===== src/hw/adc_seq_pkg.sv =====
package adc_seq_pkg;
  localparam int CLK_MHZ = 200;
  localparam int POR_TIME_US = 500;
  localparam int POR_CYCLES = POR_TIME_US * CLK_MHZ;
  // Start delays in system-clock half periods
  localparam int START_NORM_HALVES = 57;
  localparam int START_TURBO_HALVES = 210;
  localparam int START_NORM_CYC = (START_NORM_HALVES + 1) / 2;
  localparam int START_TURBO_CYC = (START_TURBO_HALVES + 1) / 2;
  localparam int MOD_DIV_NORMAL = 4;
  localparam int MOD_DIV_TURBO = 2;
  localparam int MOD_NORMAL_KHZ = 256;
  localparam int MIN_RATE_SPS = 20;
  localparam int CONV_TICKS_MAX = MOD_NORMAL_KHZ * 1000 / MIN_RATE_SPS;
  localparam int TOP_RATE_DIV = 50;
  localparam int LINK_HALF_DEF = 12;
  localparam int RST_LOW_MIN_NS = 200;
  localparam int RST_TRAFFIC_NS = 500;
  localparam int RST_LOW_CYC = (RST_LOW_MIN_NS * CLK_MHZ + 999) / 1000;
  localparam int RST_WAIT_CYC = (RST_TRAFFIC_NS * CLK_MHZ + 999) / 1000;
  localparam int MAX_RETRY_DEF = 3;
  localparam logic [3:0] SYNC_INIT = 4'h5;

  localparam logic [7:0] CMD_PDOWN = 8'h02;
  localparam logic [7:0] CMD_RESET_A = 8'h06;
  localparam logic [7:0] CMD_RESET_B = 8'h07;
  localparam logic [7:0] CMD_TRIG = 8'h08;
  localparam logic [7:0] CMD_RDATA = 8'h10;
  localparam logic [3:0] CMD_RREG_HI = 4'h2;
  localparam logic [3:0] CMD_WREG_HI = 4'h4;

  localparam int NUM_CFG = 4;
  localparam logic [7:0] CFG_RESET = 8'h00;
  localparam logic [1:0] MODE_REG = 2'd1;
  localparam int CM_BIT = 3;
  localparam int TURBO_BIT = 4;
  localparam int RATE_LSB = 5;
  localparam logic [1:0] INTEG_REG = 2'd2;
  localparam int INTEG_LSB = 4;
  localparam int CNT_EN_BIT = 6;
  localparam logic [1:0] INTEG_INV = 2'b01;
  localparam logic [1:0] INTEG_CRC = 2'b10;
  localparam logic [15:0] CRC_PRESET = 16'hffff;
  localparam logic [15:0] CRC_POLY = 16'h1021;

  localparam logic [3:0] H_CMD = 4'h0;
  localparam logic [3:0] H_WDATA = 4'h1;
  localparam logic [3:0] H_CFG = 4'h2;
  localparam logic [3:0] H_CTRL = 4'h3;
  localparam logic [3:0] H_STAT = 4'h4;
  localparam logic [3:0] H_RX0 = 4'h5;
  localparam int RX_BYTES = 6;

  typedef enum logic [1:0] {
    ST_IDLE = 2'b00,
    ST_DELAY = 2'b01,
    ST_CONV = 2'b10,
    ST_PDOWN = 2'b11
  } dev_state_t;

  typedef enum logic [1:0] {
    HS_IDLE = 2'b00,
    HS_LOW = 2'b01,
    HS_HIGH = 2'b10,
    HS_RST = 2'b11
  } host_state_t;

  function automatic logic [15:0] crc16_byte(input logic [15:0] c, input logic [7:0] d);
    logic [15:0] r;
    r = c;
    for (int b = 7; b >= 0; b--) begin
      if (r[15] ^ d[b]) begin
        r = {r[14:0], 1'b0} ^ CRC_POLY;
      end else begin
        r = {r[14:0], 1'b0};
      end
    end
    return r;
  endfunction
endpackage


===== src/hw/adc_link_if.sv =====
`timescale 1ns/1ps
interface adc_link_if;
  logic link_clk;
  logic sel_n;
  logic mosi;
  logic miso;
  logic rst_n;
  logic rdy_out;
  logic rdy_oe_n;
  logic rdy_n;
  // Open-drain ready line, pulled up when released
  assign rdy_n = rdy_oe_n ? 1'b1 : rdy_out;
  modport dev (
    input link_clk,
    input sel_n,
    input mosi,
    input rst_n,
    output miso,
    output rdy_out,
    output rdy_oe_n
  );
  modport host (
    output link_clk,
    output sel_n,
    output mosi,
    output rst_n,
    input miso,
    input rdy_n
  );
endinterface


===== src/hw/adc_seq_device.sv =====
`timescale 1ns/1ps
// Summary of operation
// - Counter byte leads result when enabled
// - Counter zero at reset, increments, wraps
// - Reset or enable toggle zeroes counter
// - Integrity covers registers, results and counter
// - Mode 01 appends inverted data copy
// - Mode 10 appends 16-bit checksum
// - CRC-16-CCITT, preset all ones
// - Host rechecks checksum, rereads on mismatch
// - Any reset restores defaults, idles
// - Power-on reset held about 500 us
// - Host honours reset pulse and wait
// - Commands 06h/07h reset, no wait
// - Host triggers after mode bit change
// - Single-shot: one conversion, then low power
// - Single-shot config write restarts conversion
// - Continuous: store result, start next
// - Continuous start delay 28.5/105 clocks; normal delay rounded up to 29 clocks
// - Continuous config write restarts conversion
// - Power-down finishes conversion, stops converting
// - Trigger wakes from power-down
// - Normal mode modulator at quarter clock
// - Turbo mode doubles modulator rate
// - Ready low on result, high on read
module adc_seq_device
  import adc_seq_pkg::*;
#(
  parameter int POR_CYC = POR_CYCLES,
  parameter int CONV_TICKS = CONV_TICKS_MAX
) (
  input wire logic ref_clk_i,
  input wire logic resetn_i,
  adc_link_if.dev link,
  input wire logic [15:0] sample_i,
  output logic analog_en_o,
  output logic excitation_en_o,
  output logic mod_tick_o,
  output logic low_power_o
);
  localparam int PW = $clog2(POR_CYC + 1);
  localparam int TW = $clog2(CONV_TICKS + 1);
  localparam int DW = $clog2(START_TURBO_CYC + 1);
  localparam logic [1:0] DIV_N = 2'(MOD_DIV_NORMAL - 1);
  localparam logic [1:0] DIV_T = 2'(MOD_DIV_TURBO - 1);

  if (CONV_TICKS < 2 * TOP_RATE_DIV || POR_CYC < 1) begin : g_chk
    $error("conversion or power-on count too small");
  end

  logic [3:0] raw;
  logic [3:0] s1_q;
  logic [3:0] s2_q;
  logic clk_d_q;
  logic [PW-1:0] por_q;
  logic soft_q;
  logic [2:0] bit_q;
  logic [7:0] sh_q;
  logic wr_pend_q;
  logic [1:0] wr_idx_q;
  logic [47:0] tx_q;
  logic miso_q;
  logic [7:0] cfg_q [NUM_CFG];
  dev_state_t st_q;
  dev_state_t st_d;
  logic cont_q;
  logic pd_q;
  logic [1:0] div_q;
  logic [TW-1:0] tk_q;
  logic [DW-1:0] dly_q;
  logic [15:0] res_q;
  logic [7:0] cnt_q;
  logic rdy_oe_n_q;

  assign raw = {link.link_clk, link.sel_n, link.mosi, link.rst_n};
  for (genvar g = 0; g < 4; g++) begin : g_sync
    always_ff @(posedge ref_clk_i) begin
      if (!resetn_i) begin
        s1_q[g] <= SYNC_INIT[g];
        s2_q[g] <= SYNC_INIT[g];
      end else begin
        s1_q[g] <= raw[g];
        s2_q[g] <= s1_q[g];
      end
    end
  end

  wire clk_s = s2_q[3];
  wire frame = !s2_q[2];
  wire mosi_s = s2_q[1];
  wire pin_s = s2_q[0];
  wire rise = clk_s & !clk_d_q;
  wire fall = !clk_s & clk_d_q;

  // hold internal reset after supply good
  wire por_busy = por_q != PW'(POR_CYC);
  wire hard_rst = !resetn_i | por_busy | !pin_s;
  // every reset source reaches the core
  wire core_rst = hard_rst | soft_q;

  wire byte_v = frame & rise & (bit_q == 3'd7);
  wire [7:0] rx_byte = {sh_q[6:0], mosi_s};
  wire cmd_v = byte_v & !wr_pend_q;
  wire is_rst = cmd_v & (rx_byte == CMD_RESET_A | rx_byte == CMD_RESET_B);
  wire is_trig = cmd_v & (rx_byte == CMD_TRIG);
  wire is_pd = cmd_v & (rx_byte == CMD_PDOWN);
  wire is_rdata = cmd_v & (rx_byte == CMD_RDATA);
  wire is_rreg = cmd_v & (rx_byte[7:4] == CMD_RREG_HI);
  wire is_wreg = cmd_v & (rx_byte[7:4] == CMD_WREG_HI);
  wire cfg_we = byte_v & wr_pend_q;

  wire cm = cfg_q[MODE_REG][CM_BIT];
  wire turbo = cfg_q[MODE_REG][TURBO_BIT];
  wire [2:0] rate = cfg_q[MODE_REG][RATE_LSB +: 3];
  wire [1:0] integ = cfg_q[INTEG_REG][INTEG_LSB +: 2];
  wire cnt_en = cfg_q[INTEG_REG][CNT_EN_BIT];

  function automatic logic [TW-1:0] rate_ticks(input logic [2:0] r);
    case (r)
      3'd0: return TW'(CONV_TICKS);
      3'd1: return TW'(CONV_TICKS / 2);
      3'd2: return TW'(CONV_TICKS / 4);
      3'd3: return TW'(CONV_TICKS / 8);
      3'd4: return TW'(CONV_TICKS / 16);
      3'd5: return TW'(CONV_TICKS / 32);
      default: return TW'(CONV_TICKS / TOP_RATE_DIV);
    endcase
  endfunction

  // Payload bytes left-aligned, then copy or checksum
  function automatic logic [47:0] make_frame(input logic [23:0] pay, input logic [1:0] n,
                                             input logic [1:0] mode);
    logic [47:0] f;
    logic [15:0] crc;
    int nn;
    f = '1;
    crc = CRC_PRESET;
    nn = int'(n);
    for (int i = 0; i < 3; i++) begin
      if (i < nn) begin
        f[47 - 8 * i -: 8] = pay[23 - 8 * i -: 8];
        crc = crc16_byte(crc, pay[23 - 8 * i -: 8]);
        if (mode == INTEG_INV) begin
          f[47 - 8 * (nn + i) -: 8] = ~pay[23 - 8 * i -: 8];
        end
      end
    end
    if (mode == INTEG_CRC) begin
      f[47 - 8 * nn -: 16] = crc;
    end
    return f;
  endfunction

  wire [23:0] pay_w = is_rreg ? {cfg_q[rx_byte[1:0]], 16'h0000} :
                      cnt_en ? {cnt_q, res_q} : {res_q, 8'h00};
  wire [1:0] pay_n = is_rreg ? 2'd1 : (cnt_en ? 2'd3 : 2'd2);
  // same framing for registers and results
  wire [47:0] frame_w = make_frame(pay_w, pay_n, integ);
  wire load = is_rdata | is_rreg;

  // quarter-rate modulator tick; doubled in turbo
  wire tick = div_q == (turbo ? DIV_T : DIV_N);
  wire [TW-1:0] conv_len = rate_ticks(rate);
  wire done = (st_q == ST_CONV) & tick & (tk_q == conv_len - 1'b1);
  wire [DW-1:0] dly_len = turbo ? DW'(START_TURBO_CYC) : DW'(START_NORM_CYC);
  wire dly_end = (st_q == ST_DELAY) & (dly_q == dly_len - 1'b1);
  // config write or trigger restarts conversion
  wire tk_clr = (st_q != ST_CONV) | done | cfg_we | is_trig;
  wire dly_clr = (st_q != ST_DELAY) | is_trig;

  always_comb begin
    st_d = st_q;
    case (st_q)
      ST_IDLE, ST_PDOWN: begin
        // trigger wakes; mode bit picks kind
        if (is_trig) begin
          st_d = cm ? ST_DELAY : ST_CONV;
        end else if (is_pd) begin
          st_d = ST_PDOWN;
        end
      end
      ST_DELAY: begin
        if (is_pd) begin
          st_d = ST_PDOWN;
        end else if (dly_end & !is_trig) begin
          st_d = ST_CONV;
        end
      end
      ST_CONV: begin
        if (done & (pd_q | is_pd)) begin
          st_d = ST_PDOWN;
        end else if (done & cont_q) begin
          st_d = ST_CONV;
        end else if (done) begin
          st_d = ST_IDLE;
        end
      end
      default: st_d = ST_IDLE;
    endcase
  end

  always_ff @(posedge ref_clk_i) begin
    if (!resetn_i) begin
      por_q <= '0;
    end else if (por_busy) begin
      por_q <= por_q + 1'b1;
    end
  end

  always_ff @(posedge ref_clk_i) begin
    if (hard_rst) begin
      soft_q <= 1'b0;
      clk_d_q <= 1'b0;
    end else begin
      soft_q <= is_rst;
      clk_d_q <= clk_s;
    end
  end

  // Link stays up across a command reset so the frame ends cleanly
  always_ff @(posedge ref_clk_i) begin
    if (hard_rst | !frame) begin
      bit_q <= 3'd0;
      sh_q <= 8'h00;
      wr_pend_q <= 1'b0;
      wr_idx_q <= 2'd0;
    end else if (rise) begin
      sh_q <= rx_byte;
      bit_q <= bit_q + 1'b1;
      if (byte_v) begin
        wr_pend_q <= is_wreg;
        wr_idx_q <= rx_byte[1:0];
      end
    end
  end

  always_ff @(posedge ref_clk_i) begin
    if (hard_rst | !frame) begin
      tx_q <= '1;
      miso_q <= 1'b1;
    end else if (load) begin
      tx_q <= frame_w;
    end else if (fall) begin
      miso_q <= tx_q[47];
      tx_q <= {tx_q[46:0], 1'b1};
    end
  end

  for (genvar r = 0; r < NUM_CFG; r++) begin : g_cfg
    always_ff @(posedge ref_clk_i) begin
      if (core_rst) begin
        cfg_q[r] <= CFG_RESET;
      end else if (cfg_we & (wr_idx_q == 2'(r))) begin
        cfg_q[r] <= rx_byte;
      end
    end
  end

  always_ff @(posedge ref_clk_i) begin
    if (core_rst) begin
      st_q <= ST_IDLE;
      cont_q <= 1'b0;
      pd_q <= 1'b0;
      div_q <= 2'd0;
    end else begin
      st_q <= st_d;
      cont_q <= is_trig ? cm : cont_q;
      pd_q <= (st_q == ST_CONV) & !done & (pd_q | is_pd);
      div_q <= tick ? 2'd0 : div_q + 1'b1;
    end
  end

  always_ff @(posedge ref_clk_i) begin
    if (core_rst | tk_clr) begin
      tk_q <= '0;
    end else if (tick) begin
      tk_q <= tk_q + 1'b1;
    end
  end

  always_ff @(posedge ref_clk_i) begin
    if (core_rst | dly_clr) begin
      dly_q <= '0;
    end else begin
      dly_q <= dly_q + 1'b1;
    end
  end

  always_ff @(posedge ref_clk_i) begin
    if (core_rst) begin
      res_q <= 16'h0000;
    end else if (done) begin
      res_q <= sample_i;
    end
  end

  // zero while disabled or in reset, wraps naturally
  always_ff @(posedge ref_clk_i) begin
    if (core_rst | !cnt_en) begin
      cnt_q <= 8'h00;
    end else if (done) begin
      cnt_q <= cnt_q + 8'h01;
    end
  end

  // new result wins over a same-cycle read
  always_ff @(posedge ref_clk_i) begin
    if (core_rst) begin
      rdy_oe_n_q <= 1'b1;
    end else begin
      rdy_oe_n_q <= !(done | (!rdy_oe_n_q & !is_rdata));
    end
  end

  always_ff @(posedge ref_clk_i) begin
    if (core_rst) begin
      analog_en_o <= 1'b0;
      excitation_en_o <= 1'b0;
      mod_tick_o <= 1'b0;
      low_power_o <= 1'b1;
    end else begin
      analog_en_o <= (st_d == ST_CONV) | (st_d == ST_DELAY);
      excitation_en_o <= st_d != ST_PDOWN;
      mod_tick_o <= tick & (st_q == ST_CONV);
      low_power_o <= (st_d == ST_IDLE) | (st_d == ST_PDOWN);
    end
  end

  assign link.miso = miso_q;
  assign link.rdy_oe_n = rdy_oe_n_q;
  assign link.rdy_out = 1'b0;
endmodule


===== src/flat_wrapper.sv =====
// flat-port wrapper written by rule: the top's interface ports become plain ports
module adc_seq_device_flat import adc_seq_pkg::*;
#(
  parameter int POR_CYC = POR_CYCLES,
  parameter int CONV_TICKS = CONV_TICKS_MAX
)
  (ref_clk_i, resetn_i, sample_i, analog_en_o, excitation_en_o, mod_tick_o, low_power_o, link_link_clk, link_sel_n, link_mosi, link_rst_n, link_miso, link_rdy_out, link_rdy_oe_n);
  adc_link_if link_i ();
  input wire logic ref_clk_i;
  input wire logic resetn_i;
  input wire logic [15:0] sample_i;
  output logic analog_en_o;
  output logic excitation_en_o;
  output logic mod_tick_o;
  output logic low_power_o;
  input wire logic [$bits(link_i.link_clk)-1:0] link_link_clk;
  input wire logic [$bits(link_i.sel_n)-1:0] link_sel_n;
  input wire logic [$bits(link_i.mosi)-1:0] link_mosi;
  input wire logic [$bits(link_i.rst_n)-1:0] link_rst_n;
  output wire logic [$bits(link_i.miso)-1:0] link_miso;
  output wire logic [$bits(link_i.rdy_out)-1:0] link_rdy_out;
  output wire logic [$bits(link_i.rdy_oe_n)-1:0] link_rdy_oe_n;
  assign link_i.link_clk = link_link_clk;
  assign link_i.sel_n = link_sel_n;
  assign link_i.mosi = link_mosi;
  assign link_i.rst_n = link_rst_n;
  assign link_miso = link_i.miso;
  assign link_rdy_out = link_i.rdy_out;
  assign link_rdy_oe_n = link_i.rdy_oe_n;
  adc_seq_device #(.POR_CYC(POR_CYC), .CONV_TICKS(CONV_TICKS)) u_core (.ref_clk_i(ref_clk_i), .resetn_i(resetn_i), .link(link_i), .sample_i(sample_i), .analog_en_o(analog_en_o), .excitation_en_o(excitation_en_o), .mod_tick_o(mod_tick_o), .low_power_o(low_power_o));
endmodule

===== config.mk =====
export PLATFORM = sky130hd
export DESIGN_NAME = adc_seq_device_flat
export DESIGN_NICKNAME = d
export VERILOG_FILES = /design/src/hw/adc_seq_pkg.sv /design/src/hw/adc_link_if.sv /design/src/hw/adc_seq_device.sv /design/src/flat_wrapper.sv
export SDC_FILE = /design/constraint.sdc
export NUM_CORES = 1
export LEC_CHECK = 0
export ABC_AREA = 1
export BUFFER_PORTS_ARGS = -buffer_cell sky130_fd_sc_hd__buf_2
export CELL_PAD_IN_SITES_DETAIL_PLACEMENT = 0
export CELL_PAD_IN_SITES_GLOBAL_PLACEMENT = 2
export CORE_MARGIN = 4
export CORE_UTILIZATION = 33
export CTS_BUF_LIST = sky130_fd_sc_hd__clkbuf_16
export DETAILED_ROUTE_END_ITERATION = 16
export PLACE_DENSITY_LB_ADDON = 0.1
export SLEW_MARGIN = 10
export SYNTH_ARGS = -nofsm -noshare
export SYNTH_HDL_FRONTEND = slang
export SYNTH_SLANG_ARGS = --single-unit

===== constraint.sdc =====
create_clock -name ref_clk_i -period 2.55 [get_ports ref_clk_i]
set_input_delay 0.255 -clock ref_clk_i [delete_from_list [all_inputs] [get_ports ref_clk_i]]
set_output_delay 0.255 -clock ref_clk_i [all_outputs]
set_load 0.02 [all_outputs]

==> reports/metrics.cfg, run 1 <==
[floorplanning]
die_area_sq_um = 33760
io_pins = 29
core_area_sq_um = 30510
rows = 64
fp.dieH_microns = 183.7
initial_core_util = 0.3340
die_width_microns = 183.7

[synthesis]
syn_inst = 1475
synth_area_leader_cell = dfxtp_1
synthFlopType = dfxtp_1
yosys.area.top_type_share = 0.2848
synth_seq_area_share = 0.3791
synth_edf_count = 32
async_flop_share = 0
synth.distinct_cells = 56
syn_nets = 1509
ys_seq_elements = 177
syn_area_per_cell_sq_um = 6.909
ys_warn_count = 0
syn_area_sq_um = 10190
synth.area.top_cells = dfxtp_1, nand2_1, edfxtp_1, nor2_1, inv_1

[detailed_routing]
drtPass1Iterations = 5
drc = 0
wire_per_inst_microns = 17.48
wl_microns = 38980
drt-initial-drc-count = 673
ant_nets = 0
via_per_inst = 4.977
vias = 11098

[worst_setup_path]
path_class = flop to flop
cp-start-kind = flop
cp_max_fo = 8
startpoint = u_core.bit_q[0]
critPathRequiredTime_ns = 2.91
timing.rr.start = u_core.bit_q[0]
reg2reg_depth = 25
endpoint_kind = flop
cp.arrival_ns = 3.41

[placement]
dp_hpwl_microns = 29450
gp_congestion = 0.9140
numPortBuffers = 27
pre_cts_ws_ns = -0.7288

[sta]
rsz0062_at_grt = yes
finalSetupViolCount = 49
worstMarginPinSlew_ns = 0.6855
slew_headroom = 0.5395
hold_viol_final = 0
final_max_slew_viol_count = 0
finalWorstSetupSlack_ns = -0.4992
fin_crit_sh = 1.196
timing.fmax_mhz = 328.0
period_needed_ns = 3.049
clock_skew_ns = 0.01229

[layout]
final_layout_size_suffix_gt1_frac = 0.4073
fin_util = 0.5120
final_cell_mix = buf_4, nand2_1, inv_1
diodes = 0
fill_cells = 3002
final_nets = 1855
area_growth_pct = 53.27
layout_commonest_cell = buf_4

[clock_network]
cts_buffers = 17
clk_pin_slew_ns = 0.08
tritoncts = done
max-clock-path-buffers = 2
cts_root_buffer = clkbuf_16
clock_latency_ns = 0.46
clock-sinks = 177
h-tree-depth = 4

[worst_hold_path]
min_from = sample_i[11]
whs_path_depth = 3
hp-class = primary input to flop

[global_routing]
grt_usage = 0.2263
grt_start_max_net_pins = 33
grt.busiest_layer = met2
grt.met2_usage = 0.3908
grt_antenna_before_repair = 0
grtUsageMet3 = 0.03522
met1_usage = 0.2948
grt_pass1_wl_microns = 59380
grt_pass1_vias = 10637
overflow = 0

[pwr]
leakagePower_nw = 6.375
power_density_nw_per_um2 = 365.5
ir_drop_mv = 0.4717

[status]
status = finished with violations
violations = setup timing

[flow_run]
maxCapViolations = 0

## per-stage QoR
stage                     TNS [ns]  area, sq um  std cells  power, W  hold WS [ns]
after CTS                   -11.43        14300       2204  0.005779       0.01589
after detailed placement    -21.92        12890       2132  0.002987        0.3980
after global routing        -24.91        15620       2230  0.005916       0.02452
after global placement      -20.59        12890       2132  0.002985        0.3952
final                       -14.55        15620       2230  0.005708       0.03183
after floorplan             -2.131        10280       1475  0.002949        0.3526
## area by class of cell
| type | count | area (sq um) | area share |
|---|---|---|---|
| Clock buffer | 19 | 475.5 | 0.03044 |
| Timing Repair inverter | 1 | 7.507 | 0.0004806 |
| Multi-Input combinational cell | 1066 | 6829 | 0.4372 |
| Tap cell | 396 | 495.5 | 0.03172 |
| Sequential cell | 177 | 3866 | 0.2475 |
| Timing Repair Buffer | 381 | 3104 | 0.1987 |
| Inverter | 177 | 698.2 | 0.04470 |
| Clock inverter | 13 | 143.9 | 0.009212 |
## routing by layer
layer  vias to the layer above  routed length [microns]
li1                       5588                        -
met1                      5279                    17690
met2                       187                    19030
met3                        44                     1176
met4                         0                     1082
met5                         -                        0
## Yosys cell counts, drive strengths merged, types with 6 or more instances
cell,number
nand2,381
o2111ai,6
a221oi,15
clkbuf,33
a211oi,20
nor2,176
dfxtp,145
a31oi,8
inv,174
edfxtp,32
o221ai,14
buf,22
nand4,9
a21oi,87
or2,12
ha,12
nor3,39
nand3,126
o21ai,96
xor2,21
nand3b,6
nor4,9
## where the power goes
part / leakage, nW / switching [W] / internal, W
Clock: 0.305 / 0.00134 / 0.00143
Combinational: 4.50 / 0.0000465 / 0.0000376
Sequential: 1.57 / 0.00000695 / 0.00284
## worst max-delay path, stage by stage (launching register included)
cell	delay, ns
dfxtp_2	0.36
ha_4	0.14
ha_4	0.14
nand2_1	0.08
nor2_4	0.12
nand3_4	0.17
buf_6	0.18
nand2_2	0.07
nand2_4	0.08
inv_4	0.07
buf_4	0.16
xor2_1	0.18
nand2_2	0.09
nand3b_1	0.13
nand2_4	0.08
o21ai_2	0.16
nand2_2	0.13
nand2_4	0.10
buf_6	0.10
nand3_2	0.05
nand3_2	0.07
nand2_2	0.06
nand2_2	0.07
nand2_2	0.05
nand2_1	0.05
nand2_1	0.04
## worst paths after layout
path	endpoint	slack [ns]
hold reg to reg	u_core.pin_s	0.42
setup reg to reg	u_core.tx_q[35]	-0.50
setup / recovery	u_core.tx_q[35]	-0.50
hold / removal	u_core.res_q[11]	0.03
## state kept, by name, indices dropped and copies added (netlist names), 2 cells and up
| signal | flops |
|---|---|
| u_core.bit_q | 3 |
| u_core.cfg_q | 32 |
| u_core.cnt_q | 8 |
| u_core.div_q | 2 |
| u_core.dly_q | 7 |
| u_core.por_q | 17 |
| u_core.res_q | 16 |
| u_core.s1_q | 4 |
| u_core.sh_q | 7 |
| u_core.st_q | 2 |
| u_core.tk_q | 14 |
| u_core.tx_q | 48 |
| u_core.wr_idx_q | 2 |
## repair_timing
item,in CTS,in global routing
endpoints found under the setup margin,85,129
gates cloned,2,3
pin swaps,45,90
hold endpoints to repair,4,0
resized for setup,130,286
hold buffers,4,0
setup buffers,38,36
## logic make-up (layout without fill, tap and decap cells)
group / Yosys count / after routing / share of synthesized area
compound gates: 264 / 264 / 0.1549
xor+xnor: 25 / 25 / 0.02296
fa+ha+maj: 12 / 12 / 0.01473
buf+inv: 233 / 591 / 0.09184
flops: 177 / 177 / 0.3791
mux: 3 / 3 / 0.002947
other cells: 1 / 1 / 0.0003680
simple gates: 760 / 761 / 0.3331
Note: power is estimated with default switching activity, not from simulation.
==> run 2: changes to the inputs <==
--- a/config.mk
+++ b/config.mk
@@ -7,13 +7,10 @@
 export LEC_CHECK = 0
 export ABC_AREA = 1
 export BUFFER_PORTS_ARGS = -buffer_cell sky130_fd_sc_hd__buf_2
-export CELL_PAD_IN_SITES_DETAIL_PLACEMENT = 0
-export CELL_PAD_IN_SITES_GLOBAL_PLACEMENT = 2
 export CORE_MARGIN = 4
-export CORE_UTILIZATION = 33
-export CTS_BUF_LIST = sky130_fd_sc_hd__clkbuf_16
+export CORE_UTILIZATION = 55
 export DETAILED_ROUTE_END_ITERATION = 16
-export PLACE_DENSITY_LB_ADDON = 0.1
+export PLACE_DENSITY = 0.75
 export SLEW_MARGIN = 10
 export SYNTH_ARGS = -nofsm -noshare
 export SYNTH_HDL_FRONTEND = slang
==> run 2 against run 1 <==
  * The flow still finishes with violations (setup timing)
  * Clock power shrank 2%
  * Highest routed layer unchanged
  * Sequential power is essentially flat
  * Die area shrank 38%
  * Hold slack improved by 0.017 ns
  * Cell count fell by 10%
==> reports/metrics.cfg, run 2 (synthesis results as in run 1) <==
[worst_setup_path]
endpoint_kind = flop
critPathRequiredTime_ns = 2.89
max_stage_delay_ns = 0.36
cpMostUsedCell = nand2_4
cp.arrival_ns = 3.42
cp_max_fo = 6
path_class = flop to flop
cp-start-kind = flop
critPathSlowestCell = dfxtp_2

[detailed_routing]
ant_nets = 0
wl_microns = 38380
vias = 11818
wire_per_inst_microns = 19.15
drc = 0
via_per_inst = 5.897
drt-initial-drc-count = 1362
drtPass1Iterations = 5

[clock_network]
tritoncts = done
clk_pin_slew_ns = 0.08
clock-sinks = 177
clock_latency_ns = 0.44
h-tree-depth = 4
cts_buffers = 17
cts_root_buffer = clkbuf_16
max-clock-path-buffers = 2

[layout]
multi_input_comb_area_sq_um = 6787
final_cell_mix = nand2_1, buf_4, inv_1
largest_reg_flops = 48
diodes = 0
reg_top3 = u_core.tx_q x48, u_core.cfg_q x32, u_core.por_q x17
final_layout_size_suffix_gt1_frac = 0.3735
fin_area_sq_um = 14750
area.sequential_sq_um = 3866
fill_cells = 1108
final_nets = 1796
regMostFlops = u_core.tx_q
area_growth_pct = 44.70
layout_commonest_cell = nand2_1

[sta]
finalWorstSetupSlack_ns = -0.5310
period_needed_ns = 3.081
hold_viol_final = 0
clock_skew_ns = 0.01237
holdWs_ns = 0.04851
fin_crit_sh = 1.208
rsz0062_at_grt = yes
slew_headroom = 0.5429
finalSetupViolCount = 73
final_max_slew_viol_count = 0
worstMarginPinSlew_ns = 0.6850
timing.fmax_mhz = 324.6
setup_tns_ns = -16.19

[pwr]
ir_drop_mv = 0.5588
power_density_nw_per_um2 = 383.3
leakagePower_nw = 6.043

[floorplanning]
fp.dieH_microns = 144.1
core_area_sq_um = 18090
initial_core_util = 0.5635
die_area_sq_um = 20770
io_pins = 29
rows = 49
die_width_microns = 144.1

[global_routing]
grt_start_max_net_pins = 42
grt_pass1_wl_microns = 55190
grt_pass1_vias = 10726
grt_usage = 0.3384
overflow = 0
grt_antenna_before_repair = 0

[placement]
dp_hpwl_microns = 24270
gp_congestion = 1.101
place_area_sq_um = 12230
pre_cts_ws_ns = -0.5755
numPortBuffers = 27

[flow_run]
maxCapViolations = 0

[status]
violations = setup timing
status = finished with violations

[worst_hold_path]
hp-class = primary input to flop

-- run 2: changes by cell type in the layout (fill, tap and decap cells not counted), moves of 5 or more --
cell | before | now
o21ai_2 | 18 | 11
nor2_1 | 123 | 132
nor2_4 | 27 | 19
nand2_2 | 75 | 62
buf_4 | 303 | 264
nand2_1 | 265 | 270
buf_6 | 33 | 15
nand2_4 | 37 | 45
o21ai_1 | 17 | 25
-- run 2: metal layers --
| layer | routed length, microns | part of all wire | global-route usage |
|---|---|---|---|
| met1 | 14270 | 0.37 | 0.4159 |
| met2 | 18040 | 0.47 | 0.5676 |
| met3 | 3324 | 0.087 | 0.06548 |
| met4 | 2742 | 0.071 | 0.1685 |
| met5 | 0 | 0 | 0 |
-- run 2: worst paths after layout --
kind         slack, ns  depth (start not counted)       startpoint               to
max              -0.53                         28  u_core.bit_q[0]  u_core.tx_q[37]
min               0.05                          3      sample_i[5]  u_core.res_q[5]
max reg2reg      -0.53                         28  u_core.bit_q[0]  u_core.tx_q[37]
min reg2reg       0.41                          1   u_core.s1_q[0]     u_core.pin_s
-- run 2: through the flow --
stage / std cells / total power, W / utilization
6_report: 2004 / 0.005653 / 0.8154
5_1_grt: 2004 / 0.005784 / 0.8154
4_1_cts: 1979 / 0.005635 / 0.7534
3_5_place_dp: 1910 / 0.002984 / 0.6764
3_3_place_gp: 1910 / 0.002981 / 0.6764
2_1_floorplan: 1475 / 0.002949 / -
-- run 2: power breakdown --
group | leakage, nW | switching, W | internal (W)
Clock | 0.293 | 0.00132 | 0.00140
Combinational | 4.18 | 0.0000483 | 0.0000373
Sequential | 1.57 | 0.00000613 | 0.00284
Total | 6.04 | 0.00137 | 0.00428
-- run 2: critical path, delay by kind of cell (launching register included) --
| family | cells | cell delay, ns |
|---|---|---|
| and+or+nand+nor | 21 | 1.79 |
| adders and majority gates | 2 | 0.28 |
| buffers and inverters | 5 | 0.52 |
| DFF | 1 | 0.36 |
-- run 2: area by class of cell --
type                       count  share of cell area
clock buffer                  18             0.02910
clock inverter                14             0.01128
inverter                     177             0.04717
multi-input combinational   1068              0.4602
sequential                   177              0.2622
tap                          229             0.01943
timing repair buffer         319              0.1696
timing repair inverter         2            0.001018
-- run 2: timing repair --
action / in CTS / in global routing
gates cloned: 3 / 4
hold endpoints to repair: 4 / 0
hold buffers: 4 / 0
setup endpoints to repair: 68 / 135
buffers inserted: 30 / 25
pin swaps: 49 / 50
resized for setup: 134 / 240
